<file path="config.mk">
export PLATFORM = sky130hd
export DESIGN_NAME = outbound_system_command_encoder
export DESIGN_NICKNAME = d
export VERILOG_FILES = /design/src/core/obc_pkg.sv /design/src/core/link_clock_gen.sv /design/src/core/cmd_code_map.sv /design/src/core/outbound_system_command_encoder.sv
export SDC_FILE = /design/constraint.sdc
export NUM_CORES = 1
export LEC_CHECK = 0
export ABC_AREA = 1
export BUFFER_PORTS_ARGS = -buffer_cell sky130_fd_sc_hd__buf_2
export CAP_MARGIN = 20
export CORE_ASPECT_RATIO = 0.75
export CORE_UTILIZATION = 55
export DETAILED_ROUTE_END_ITERATION = 8
export PLACE_DENSITY = 0.9
export SYNTH_ARGS = -nofsm -noshare
export SYNTH_HDL_FRONTEND = slang
export SYNTH_SLANG_ARGS = --single-unit
</file>
<file path="constraint.sdc">
create_clock -name ref_clk -period 3.1 [get_ports ref_clk]
set_clock_uncertainty 0.15 [all_clocks]
set_input_delay 0.465 -clock ref_clk [delete_from_list [all_inputs] [get_ports ref_clk]]
set_output_delay 0.465 -clock ref_clk [all_outputs]
set_load 0.05 [all_outputs]
</file>
<file path="src/core/obc_pkg.sv">
// Shared constants and carriers for the outbound command encoder.
// Assumes one 200 MHz core clock and a forwarded link clock made from it.
package obc_pkg;

    // Core clock and forwarded link clock periods
    localparam int CLK_PERIOD_NS = 5;
    localparam int LINK_PERIOD_NS = 125;
    // Core cycles per link cycle, rounded down as a longest time
    localparam int LINK_DIV = LINK_PERIOD_NS / CLK_PERIOD_NS;
    // Link cycles of all-zero idle before the nonzero idle starts
    localparam int RESET_SLOTS = 16;
    // Words in one outbound packet
    localparam int BEATS = 4;
    localparam int WORD_W = 15;

    // Outbound command codes
    localparam logic [4:0] CMD_IDLE_ZERO = 5'h00;
    localparam logic [4:0] CMD_PROBE_REPLY = 5'h01;
    localparam logic [4:0] CMD_NONZERO_IDLE = 5'h02;
    localparam logic [4:0] CMD_FLUSH_REQ = 5'h03;
    localparam logic [4:0] CMD_VICTIM_WB = 5'h04;
    localparam logic [4:0] CMD_CLEAN_NOTICE = 5'h05;
    localparam logic [4:0] CMD_DISCARD = 5'h06;
    localparam logic [4:0] CMD_BARRIER = 5'h07;
    localparam logic [4:0] CMD_IO_READ = 5'h08;
    localparam logic [4:0] CMD_IO_WRITE = 5'h0c;
    localparam logic [4:0] CMD_BLOCK_READ = 5'h10;
    localparam logic [4:0] CMD_EARLY_READ = 5'h14;
    localparam logic [4:0] CMD_READ_VIC = 5'h18;
    localparam logic [4:0] CMD_INV_UPG_VIC = 5'h1b;
    localparam logic [4:0] CMD_CLEAN_UPG = 5'h1c;
    localparam logic [4:0] CMD_SHARED_UPG = 5'h1d;
    localparam logic [4:0] CMD_COND_UPG = 5'h1e;
    localparam logic [4:0] CMD_INV_UPG = 5'h1f;

    // Read variants, also io mask grains 0..2
    localparam logic [1:0] RD_MODIFY = 2'h1;
    localparam logic [1:0] RD_UNCACHED = 2'h3;
    // Upgrade line states, index into the acknowledge control
    localparam logic [1:0] UPG_CLEAN = 2'h0;
    localparam logic [1:0] UPG_NONE = 2'h3;
    // Invalid-upgrade control bits
    localparam int INV_ON_BIT = 0;
    localparam int INV_BUS_BIT = 1;

    // Register map
    localparam int ADDR_W = 8;
    localparam logic [7:0] REG_CTRL = 8'h00;
    localparam logic [7:0] REG_STATUS = 8'h04;
    localparam logic [7:0] REG_SENT = 8'h08;

    typedef enum logic [3:0] {
        OP_READ = 4'h0,
        OP_VICTIM_WB = 4'h1,
        OP_CLEAN_NOTICE = 4'h2,
        OP_DISCARD = 4'h3,
        OP_IO_READ = 4'h4,
        OP_IO_WRITE = 4'h5,
        OP_UPGRADE = 4'h6,
        OP_WRITE_HINT = 4'h7,
        OP_BARRIER = 4'h8
    } op_e;

    typedef enum logic [1:0] {
        PH_RESET = 2'b00,
        PH_IDLE = 2'b01,
        PH_SEND = 2'b10
    } phase_e;

    // One internal transaction, with its paired victim
    typedef struct packed {
        op_e op;
        logic [1:0] variant;
        logic condStore;
        logic hit;
        logic victimMade;
        logic withVictim;
        logic victimDirty;
        logic [2:0] id;
        logic [2:0] vicId;
        logic [7:0] mask;
        logic [39:0] addr;
        logic [39:0] vicAddr;
    } cmd_req_s;

    // Result of one probe lookup
    typedef struct packed {
        logic missed;
        logic [1:0] status;
        logic moveData;
        logic victimSent;
        logic [2:0] victimEntry;
        logic missSent;
        logic [2:0] missEntry;
    } probe_rep_s;

    // Software control word
    typedef struct packed {
        logic barrierNoticeEn;
        logic earlyReadEn;
        logic pairedVictimMode;
        logic cleanNoticeEn;
        logic discardEn;
        logic [1:0] invalidUpgradeCtrl;
        logic [2:0] upgradeAckCtrl;
        logic condStoreCmdEn;
    } ctrl_s;
    localparam int CTRL_W = $bits(ctrl_s);
    localparam ctrl_s CTRL_RESET = '0;

endpackage : obc_pkg

</file>
<file path="src/core/link_clock_gen.sv">
// Divider that makes the free-running forwarded link clock.
// Assumes the core clock; the slot tick marks each link cycle.
`timescale 1ns/1ps
module link_clock_gen
    import obc_pkg::*;
#(
    parameter int DIV = LINK_DIV
)(
    input wire logic ref_clk,
    input wire logic rst,
    output logic linkClk,
    output logic slotTick
);
    localparam int CW = $clog2(DIV + 1);

    // Divider state
    typedef struct packed {
        logic [CW-1:0] cnt;
        logic clk;
        logic tick;
    } div_s;
    div_s st;
    div_s next_st;

    // Count core cycles, clock high in first half
    always_comb begin
        next_st = st;
        next_st.tick = (st.cnt == CW'(DIV - 1));
        next_st.cnt = next_st.tick ? '0 : st.cnt + 1'b1;
        next_st.clk = (next_st.cnt < CW'(DIV / 2));
    end

    always_ff @(posedge ref_clk) begin
        if (rst) begin
            st <= '0;
        end else begin
            st <= next_st;
        end
    end

    assign linkClk = st.clk;
    assign slotTick = st.tick;
endmodule : link_clock_gen

</file>
<file path="src/core/cmd_code_map.sv">
// Maps one internal transaction onto an outbound command code.
// Assumes control settings are stable while a request is taken.
`timescale 1ns/1ps
module cmd_code_map
    import obc_pkg::*;
(
    input cmd_req_s req,
    input ctrl_s ctrl,
    output logic send,
    output logic [4:0] code,
    output logic rv,
    output logic follow,
    output logic [4:0] followCode
);
    // Block read family choice
    function automatic logic [4:0] readCode(input logic [1:0] v,
            input logic pair, input logic early);
        if (pair && v != RD_UNCACHED) begin
            readCode = CMD_READ_VIC | {3'b000, v};
        end else if (early) begin
            readCode = CMD_EARLY_READ | {3'b000, v};
        end else begin
            readCode = CMD_BLOCK_READ | {3'b000, v};
        end
    endfunction : readCode

    logic pair; // Victim travels with this request

    always_comb begin
        pair = req.withVictim && ctrl.pairedVictimMode;
        send = 1'b1;
        code = CMD_NONZERO_IDLE;
        rv = 1'b1;
        case (req.op)
            OP_READ: code = readCode(req.variant, pair, ctrl.earlyReadEn);
            OP_WRITE_HINT: begin
                if (!ctrl.invalidUpgradeCtrl[INV_ON_BIT]) begin
                    code = readCode(RD_MODIFY, pair, ctrl.earlyReadEn);
                end else if (!ctrl.invalidUpgradeCtrl[INV_BUS_BIT]) begin
                    send = 1'b0;
                end else begin
                    code = pair ? CMD_INV_UPG_VIC : CMD_INV_UPG;
                end
            end
            OP_UPGRADE: begin
                if (req.variant == UPG_NONE || !ctrl.upgradeAckCtrl[req.variant]) begin
                    send = 1'b0;
                end else if (req.condStore && ctrl.condStoreCmdEn) begin
                    code = CMD_COND_UPG;
                end else begin
                    code = (req.variant == UPG_CLEAN) ? CMD_CLEAN_UPG : CMD_SHARED_UPG;
                end
            end
            OP_VICTIM_WB: code = CMD_VICTIM_WB;
            OP_CLEAN_NOTICE: begin
                send = ctrl.cleanNoticeEn;
                code = CMD_CLEAN_NOTICE;
            end
            OP_DISCARD: begin
                send = ctrl.discardEn;
                code = CMD_DISCARD;
            end
            OP_IO_READ: begin
                send = (req.variant != UPG_NONE);
                code = CMD_IO_READ | {3'b000, req.variant};
            end
            OP_IO_WRITE: begin
                send = (req.variant != UPG_NONE);
                code = CMD_IO_WRITE | {3'b000, req.variant};
            end
            OP_BARRIER: begin
                send = ctrl.barrierNoticeEn;
                code = CMD_BARRIER;
            end
            default: send = 1'b0;
        endcase
        if (code[4:2] == CMD_EARLY_READ[4:2]) begin
            rv = !(req.hit || ctrl.pairedVictimMode || req.victimMade);
        end
        follow = send && pair && (req.victimDirty || ctrl.cleanNoticeEn)
            && (code[4:2] == CMD_READ_VIC[4:2] || req.op == OP_DISCARD);
        followCode = req.victimDirty ? CMD_VICTIM_WB : CMD_CLEAN_NOTICE;
    end
endmodule : cmd_code_map

</file>
<file path="src/core/outbound_system_command_encoder.sv">
// Framer for outbound commands on the 15-bit time-multiplexed bus.
// Assumes requesters on the core clock; the bus word steps once per
// forwarded link clock, which this block makes from its own clock.
//
// Overview of operation
// - Zero idle in reset, nonzero idle after
// - Probe reply uses code 00001
// - Flush request on victim index match
// - Barrier notice only while enabled
// - Block reads use codes 10000 to 10011
// - Early reads use codes 10100 to 10111
// - Victim-paired reads use 11000 to 11010
// - Writeback 00100, clean notice 00101, discard 00110
// - Clean, shared, conditional upgrades 11100 to 11110
// - Invalid upgrade 11111, with victim 11011
// - Early read valid bit cleared on hit
// - Victim packet immediately follows paired read
// - Discard followed atomically by its victim
// - Two-bit control selects write hint handling
// - Three-bit control selects upgrade acknowledges
// - Conditional store enable selects upgrade code
// - Four-cycle reply only for non-missed probes
// - Probe reply field layout over two words
// - Victim entry valid with move or sent
// - Status encodes clean, shared, dirty, shared dirty
// - Every command except the one-word idles spans four bus cycles
//
// Decided for this implementation: the strobed register port and the address map.
`timescale 1ns/1ps
module outbound_system_command_encoder
    import obc_pkg::*;
#(
    parameter int RESET_SLOTS_P = RESET_SLOTS,
    parameter int DIV_P = LINK_DIV
)(
    input wire logic ref_clk,
    input wire logic rst,
    input wire logic [ADDR_W-1:0] regAddr,
    input wire logic [31:0] regWdata,
    input wire logic regWr,
    input wire logic regRd,
    output logic [31:0] regRdata,
    input wire logic cmdValid,
    input cmd_req_s cmdReq,
    output logic cmdReady,
    input wire logic probeValid,
    input probe_rep_s probeReply,
    output logic probeReady,
    input wire logic flushReq,
    output logic [WORD_W-1:0] outboundCmdBus,
    output logic linkClkOut
);
    // Packet of up to two commands, word 0 goes first
    typedef logic [2*BEATS-1:0][WORD_W-1:0] pkt_t;

    // Whole block state
    typedef struct packed {
        phase_e phase;
        pkt_t words;
        logic [3:0] left;
        logic [15:0] resetCnt;
        logic flushPend;
        ctrl_s ctrl;
        logic [31:0] rdata;
        logic [15:0] sentCnt;
        logic [WORD_W-1:0] bus;
        logic first;
    } st_s;

    st_s st; // Registered state
    st_s next_st; // Next state
    logic slotTick; // One core cycle per link cycle
    logic mapSend; // Mapped request goes out
    logic [4:0] mapCode; // Mapped command code
    logic mapRv; // Request valid bit
    logic mapFollow; // Victim packet follows
    logic [4:0] mapFollowCode; // Code of that victim packet
    logic idleSlot; // Free to start a packet
    pkt_t pkt; // Candidate packet

    // Lay one command onto four bus words
    function automatic logic [BEATS-1:0][WORD_W-1:0] buildPkt(
            input logic [4:0] code, input logic [7:0] mask,
            input logic [2:0] id, input logic rv, input logic [39:0] addr);
        logic [BEATS-1:0][WORD_W-1:0] w;
        w[0] = {1'b0, code, addr[39:31]};
        w[1] = addr[30:16];
        w[2] = {1'b0, mask, 1'b0, id, addr[15:14]};
        w[3] = {rv, addr[13:0]};
        buildPkt = w;
    endfunction : buildPkt

    // One-word idle slot
    function automatic logic [WORD_W-1:0] idleWord(input logic [4:0] code);
        idleWord = {1'b0, code, 9'h000};
    endfunction : idleWord

    // Codes that the bus may carry
    function automatic logic knownCode(input logic [4:0] c);
        case (c)
            CMD_IDLE_ZERO, CMD_PROBE_REPLY, CMD_NONZERO_IDLE,
            CMD_FLUSH_REQ, CMD_VICTIM_WB, CMD_CLEAN_NOTICE,
            CMD_DISCARD, CMD_BARRIER, CMD_INV_UPG_VIC,
            CMD_CLEAN_UPG, CMD_SHARED_UPG, CMD_COND_UPG,
            CMD_INV_UPG: knownCode = 1'b1;
            default: begin
                // Families with a two-bit variant
                knownCode = (c[4:2] == CMD_IO_READ[4:2] && c[1:0] != RD_UNCACHED)
                    || (c[4:2] == CMD_IO_WRITE[4:2] && c[1:0] != RD_UNCACHED)
                    || c[4:2] == CMD_BLOCK_READ[4:2]
                    || c[4:2] == CMD_EARLY_READ[4:2]
                    || c[4:2] == CMD_READ_VIC[4:2];
            end
        endcase
    endfunction : knownCode

    // Forwarded clock and slot pacing
    link_clock_gen #(
        .DIV(DIV_P)
    ) u_clk (
        .ref_clk(ref_clk),
        .rst(rst),
        .linkClk(linkClkOut),
        .slotTick(slotTick)
    );

    // Code selection for the waiting request
    cmd_code_map u_map (
        .req(cmdReq),
        .ctrl(st.ctrl),
        .send(mapSend),
        .code(mapCode),
        .rv(mapRv),
        .follow(mapFollow),
        .followCode(mapFollowCode)
    );

    // Probes win over flushes, flushes over commands
    assign idleSlot = slotTick && (st.phase == PH_IDLE);
    assign probeReady = idleSlot;
    assign cmdReady = idleSlot && !probeValid && !st.flushPend;

    // Build the candidate packet for the chosen source
    always_comb begin
        pkt = '0;
        if (probeValid) begin
            pkt[0] = {1'b0, CMD_PROBE_REPLY, probeReply.status,
                probeReply.moveData, probeReply.victimSent,
                probeReply.victimEntry, 2'b00};
            pkt[1] = {9'h000, probeReply.missSent, probeReply.missEntry, 2'b00};
        end else if (st.flushPend) begin
            pkt[BEATS-1:0] = buildPkt(CMD_FLUSH_REQ, 8'h00, 3'h0, 1'b1, 40'h0);
        end else begin
            pkt[BEATS-1:0] = buildPkt(mapCode, cmdReq.mask, cmdReq.id, mapRv,
                cmdReq.addr);
            pkt[2*BEATS-1:BEATS] = buildPkt(mapFollowCode, 8'h00, cmdReq.vicId,
                1'b1, cmdReq.vicAddr);
        end
    end

    // Next-state logic for framer and registers
    always_comb begin
        next_st = st;
        next_st.first = 1'b0;
        next_st.rdata = '0;
        // Register writes steer the framer
        if (regWr && regAddr == REG_CTRL) begin
            next_st.ctrl = ctrl_s'(regWdata[CTRL_W-1:0]);
        end
        // Register reads answer next cycle
        if (regRd) begin
            case (regAddr)
                REG_CTRL: next_st.rdata = 32'(st.ctrl);
                REG_STATUS: next_st.rdata = 32'({st.flushPend, st.phase});
                REG_SENT: next_st.rdata = 32'(st.sentCnt);
                default: next_st.rdata = '0; // Unmapped reads zero
            endcase
        end
        if (slotTick) begin
            case (st.phase)
                PH_RESET: begin
                    next_st.first = 1'b1;
                    // zero idle until the period ends
                    if (st.resetCnt == 16'(RESET_SLOTS_P - 1)) begin
                        next_st.bus = idleWord(CMD_NONZERO_IDLE);
                        next_st.phase = PH_IDLE;
                    end else begin
                        next_st.bus = idleWord(CMD_IDLE_ZERO);
                        next_st.resetCnt = st.resetCnt + 16'h0001;
                    end
                end
                PH_SEND: begin
                    next_st.bus = st.words[0];
                    next_st.words = {WORD_W'(0), st.words[2*BEATS-1:1]};
                    next_st.left = st.left - 4'h1;
                    // Second packet starts with no gap
                    next_st.first = (st.left == 4'(BEATS));
                    if (st.left == 4'h1) begin
                        next_st.phase = PH_IDLE;
                    end
                end
                PH_IDLE: begin
                    next_st.first = 1'b1;
                    next_st.bus = idleWord(CMD_NONZERO_IDLE);
                    if ((probeValid && !probeReply.missed) || (!probeValid
                            && (st.flushPend || (cmdValid && mapSend)))) begin
                        next_st.bus = pkt[0];
                        next_st.words = {WORD_W'(0), pkt[2*BEATS-1:1]};
                        next_st.left = (!probeValid && !st.flushPend && mapFollow)
                            ? 4'(2 * BEATS - 1) : 4'(BEATS - 1);
                        next_st.phase = PH_SEND;
                        next_st.sentCnt = st.sentCnt + 16'h0001;
                    end
                    if (!probeValid) begin
                        next_st.flushPend = 1'b0;
                    end
                end
                default: next_st.phase = PH_RESET;
            endcase
        end
        // A new match is never lost to the clear
        if (flushReq) begin
            next_st.flushPend = 1'b1;
        end
    end

    // State register
    always_ff @(posedge ref_clk) begin
        if (rst) begin
            st <= '0;
            st.ctrl <= CTRL_RESET;
        end else begin
            st <= next_st;
        end
    end

    assign outboundCmdBus = st.bus;
    assign regRdata = st.rdata;
endmodule : outbound_system_command_encoder

</file>
==> out/results.txt <==
Status: complete, no violations
WL final: 24770 um
CP max stage delay: 460 ps
Buffers added on ports: 176
Post-CTS setup buffers: 0
Core outline area: 16930 um^2
Fin. max-slew vios: 0
Ant. Diodes: 0
Root buf cell: clkbuf_16
# hold bufs at CTS: 0
Grt ovf: 0
Routed via count: 9366
Post-layout util: 0.6375
Number of synthesized flops with an enable pin: 0
Detail Placement HPWL: 16580 um
Routed Antenna Nets: 0
CP endpoint kind: output pin
Leak pwr: 0.004651 uW
DRC viols: 0
H-tree depth: 4
CP Data Required Time: 2480 ps
Logic pwr share: 0.061
Worst slew pin tran: 807.2 ps
Final Cycle Share: 0.9396
Site Rows: 41
Final worst path period need: 2913 ps
PD cells: 462.5 nW/um^2
Drt wl/cell: 14.84 um
Crit-path cells: inv_1 -> nor2_2 -> inv_4 -> nor2_1 -> buf_4 -> buf_2
Overall power: 4991 uW
Post-CTS Resized: 0
Syn_area_per_cell: 7.136 um^2
CP delay by family, top: buffers and inverters
Peak supply drop: 0.0003232 V
Synthesized cell area: 9584 um^2
Setup ws final: 187.2 ps
Maximum clock path buffer count: 2
Yosys warns: 0
Min Hold Slack: 129.2 ps
TritonCTS clock tree: built
Die X: 154.4 um
Number of iterations in the first detailed-routing pass: 5
Pre-CTS setup slack: 453.3 ps
Layout cells sized above 1: 0.1768
Slew margin rel.: 0.4619
Crit start category: flip-flop
Clk_lat worst skew: 440 ps
Largest net degree at the start of global routing: 111
Top_reg_cell synth: dfxtp_1
CP arrival: 2300 ps
Switching portion of total power: 0.2422
Slowest library cell on the worst path: dfxtp_1
Yosys reg bits: 193
Clock sinks: 193
First-pass GRT wire length: 39940 um
Tot GR Track Use: 0.2766
Distinct cell type count after synthesis: 38
Chip Height: 116.3 um
Final hold violation count: 0
Cells after synthesis: 1343
Drt initial violations: 1168
Seq pwr share: 0.498
CTS clk-pin slew, worst paths: 70 ps
Async SR Flop Fraction: 0
CP Buf/Inv Count: 4
P&R area growth vs syn: 12.60%
Io pins: 214
Pint: 3782 uW
Psw: 1209 uW
Worst-path fanout max: 37
Final setup fails: 0
Clock share of power: 0.441
Initial antenna violation count: 1
Max Fclk: 343.3 MHz
Routability cong.: 0.8906
Die Footprint: 17960 um^2
Tightest Hold Check Type: in -> reg
Setup_tns: 0 ps
Number of nets in the layout: 1611
Initial core utilization: 0.5661
Post-synthesis sequential area ratio: 0.4031
Crit path kind: reg -> out
Cts bufs inserted: 17
Vias per std cell: 5.612
RSZ-0062 raised after global routing: false
MaxCap Viol Count: 0
Number of global-route vias before repair: 8371
layout make-up:
class / instances / area, um^2
clock buffer: 18 / 429.2
clock inverter: 14 / 155.1
fill: 1458 / 6137
inverter: 96 / 364.1
multi-input combinational: 938 / 4649
sequential: 193 / 3864
tap: 215 / 269.0
timing repair buffer: 195 / 1061
power by group through the flow:
stage                     logic (uW)  clock network, uW  registers, uW
after floorplan                  174                  0           2550
after global placement           293                  0           2540
after detailed placement         297                  0           2540
after CTS                        300               2220           2490
after global routing             327               2330           2490
final                            302               2200           2490
layer usage:
layer,share of wire,vias to the layer above,GRT usage
met4,0.019,2,0.1030
met3,0.072,46,0.05529
met2,0.46,411,0.4465
met1,0.45,4314,0.3698
li1,-,4593,-
met5,0.00065,-,0
flip-flops by register name, indices dropped and copies added, names as in the netlist:
| name | cells |
|---|---|
| u_clk.linkClk | 1 |
| u_clk.slotTick | 1 |
| regRdata | 16 |
| outboundCmdBus | 15 |
| u_clk.st | 5 |
| st | 155 |
path summary, 6_finish.rpt:
| path | startpoint | end | slack, ps | depth (start not counted) |
|---|---|---|---|---|
| max | st[216] | probeReady | 190 | 6 |
| min | cmdReq[6] | st[192] | 130 | 3 |
| max reg2reg | st[216] | st[94] | 460 | 11 |
| min reg2reg | outboundCmdBus[14] | outboundCmdBus[14] | 310 | 2 |
cells by family (layout without fill, tap and decap cells):
kind of cell | after synthesis | count (layout) | share of synthesized area
and+or+nand+nor | 564 | 564 | 0.2452
DFF | 193 | 193 | 0.4031
buffers and inverters | 227 | 323 | 0.1189
other | 1 | 16 | 0.0003913
xor gates and xnor gates | 19 | 19 | 0.01736
AOI/OAI and AO/OA | 333 | 333 | 0.2072
adders and majority gates | 6 | 6 | 0.007833
worst register-to-register path: cells and delay by family (launching register included):
family | cells | cell delay [ps]
DFF | 1 | 460
and+or+nand+nor | 7 | 880
AOI/OAI and AO/OA | 1 | 150
buffers and inverters | 3 | 960
cells in the mapped netlist, types with 22 or more instances:
master    number  area share
a21oi_1      141       0.074
a22o_1        46       0.042
buf_4         55       0.043
clkbuf_1      50       0.020
dfxtp_1      193        0.40
inv_1         91       0.036
nand2_1      268        0.10
nand3_1       40       0.021
nor2_1       197       0.077
nor3_1        22       0.011
o21ai_0       66       0.034
o21ai_1       39       0.020
o41ai_1       28       0.026
metrics by stage:
stage | std cells | instance area, um^2
finish | 1669 | 10790
CTS | 1669 | 10790
detailed placement | 1637 | 10210
floorplan | 1358 | 9641
global placement | 1637 | 10210
global route | 1669 | 10790
cell usage in the layout, fill, tap and decap left out, types with 2 or more instances in the layout:
master and n:
clkbuf_16 17, nand2_2 2, nor2_2 2, inv_1 90
a22o_1 46, bufinv_16 2, nor2_1 196, buf_2 176
nand4_1 11, inv_2 3, buf_4 16, a31o_2 3
nor3_1 22, o2111ai_1 2, nand3_1 40, nand2_1 268
inv_6 2, clkinv_2 2, o21ai_1 39, o211ai_1 2
xor2_1 15, o31ai_1 2, nand3_2 15, conb_1 16
nor2_4 2, ha_1 6, o41ai_1 28, xnor2_1 4
a21oi_1 141, o21ai_0 66, nor4_1 4, dfxtp_1 193
buf_12 3, clkinvlp_4 7
Power figures use the tool's default switching activity.
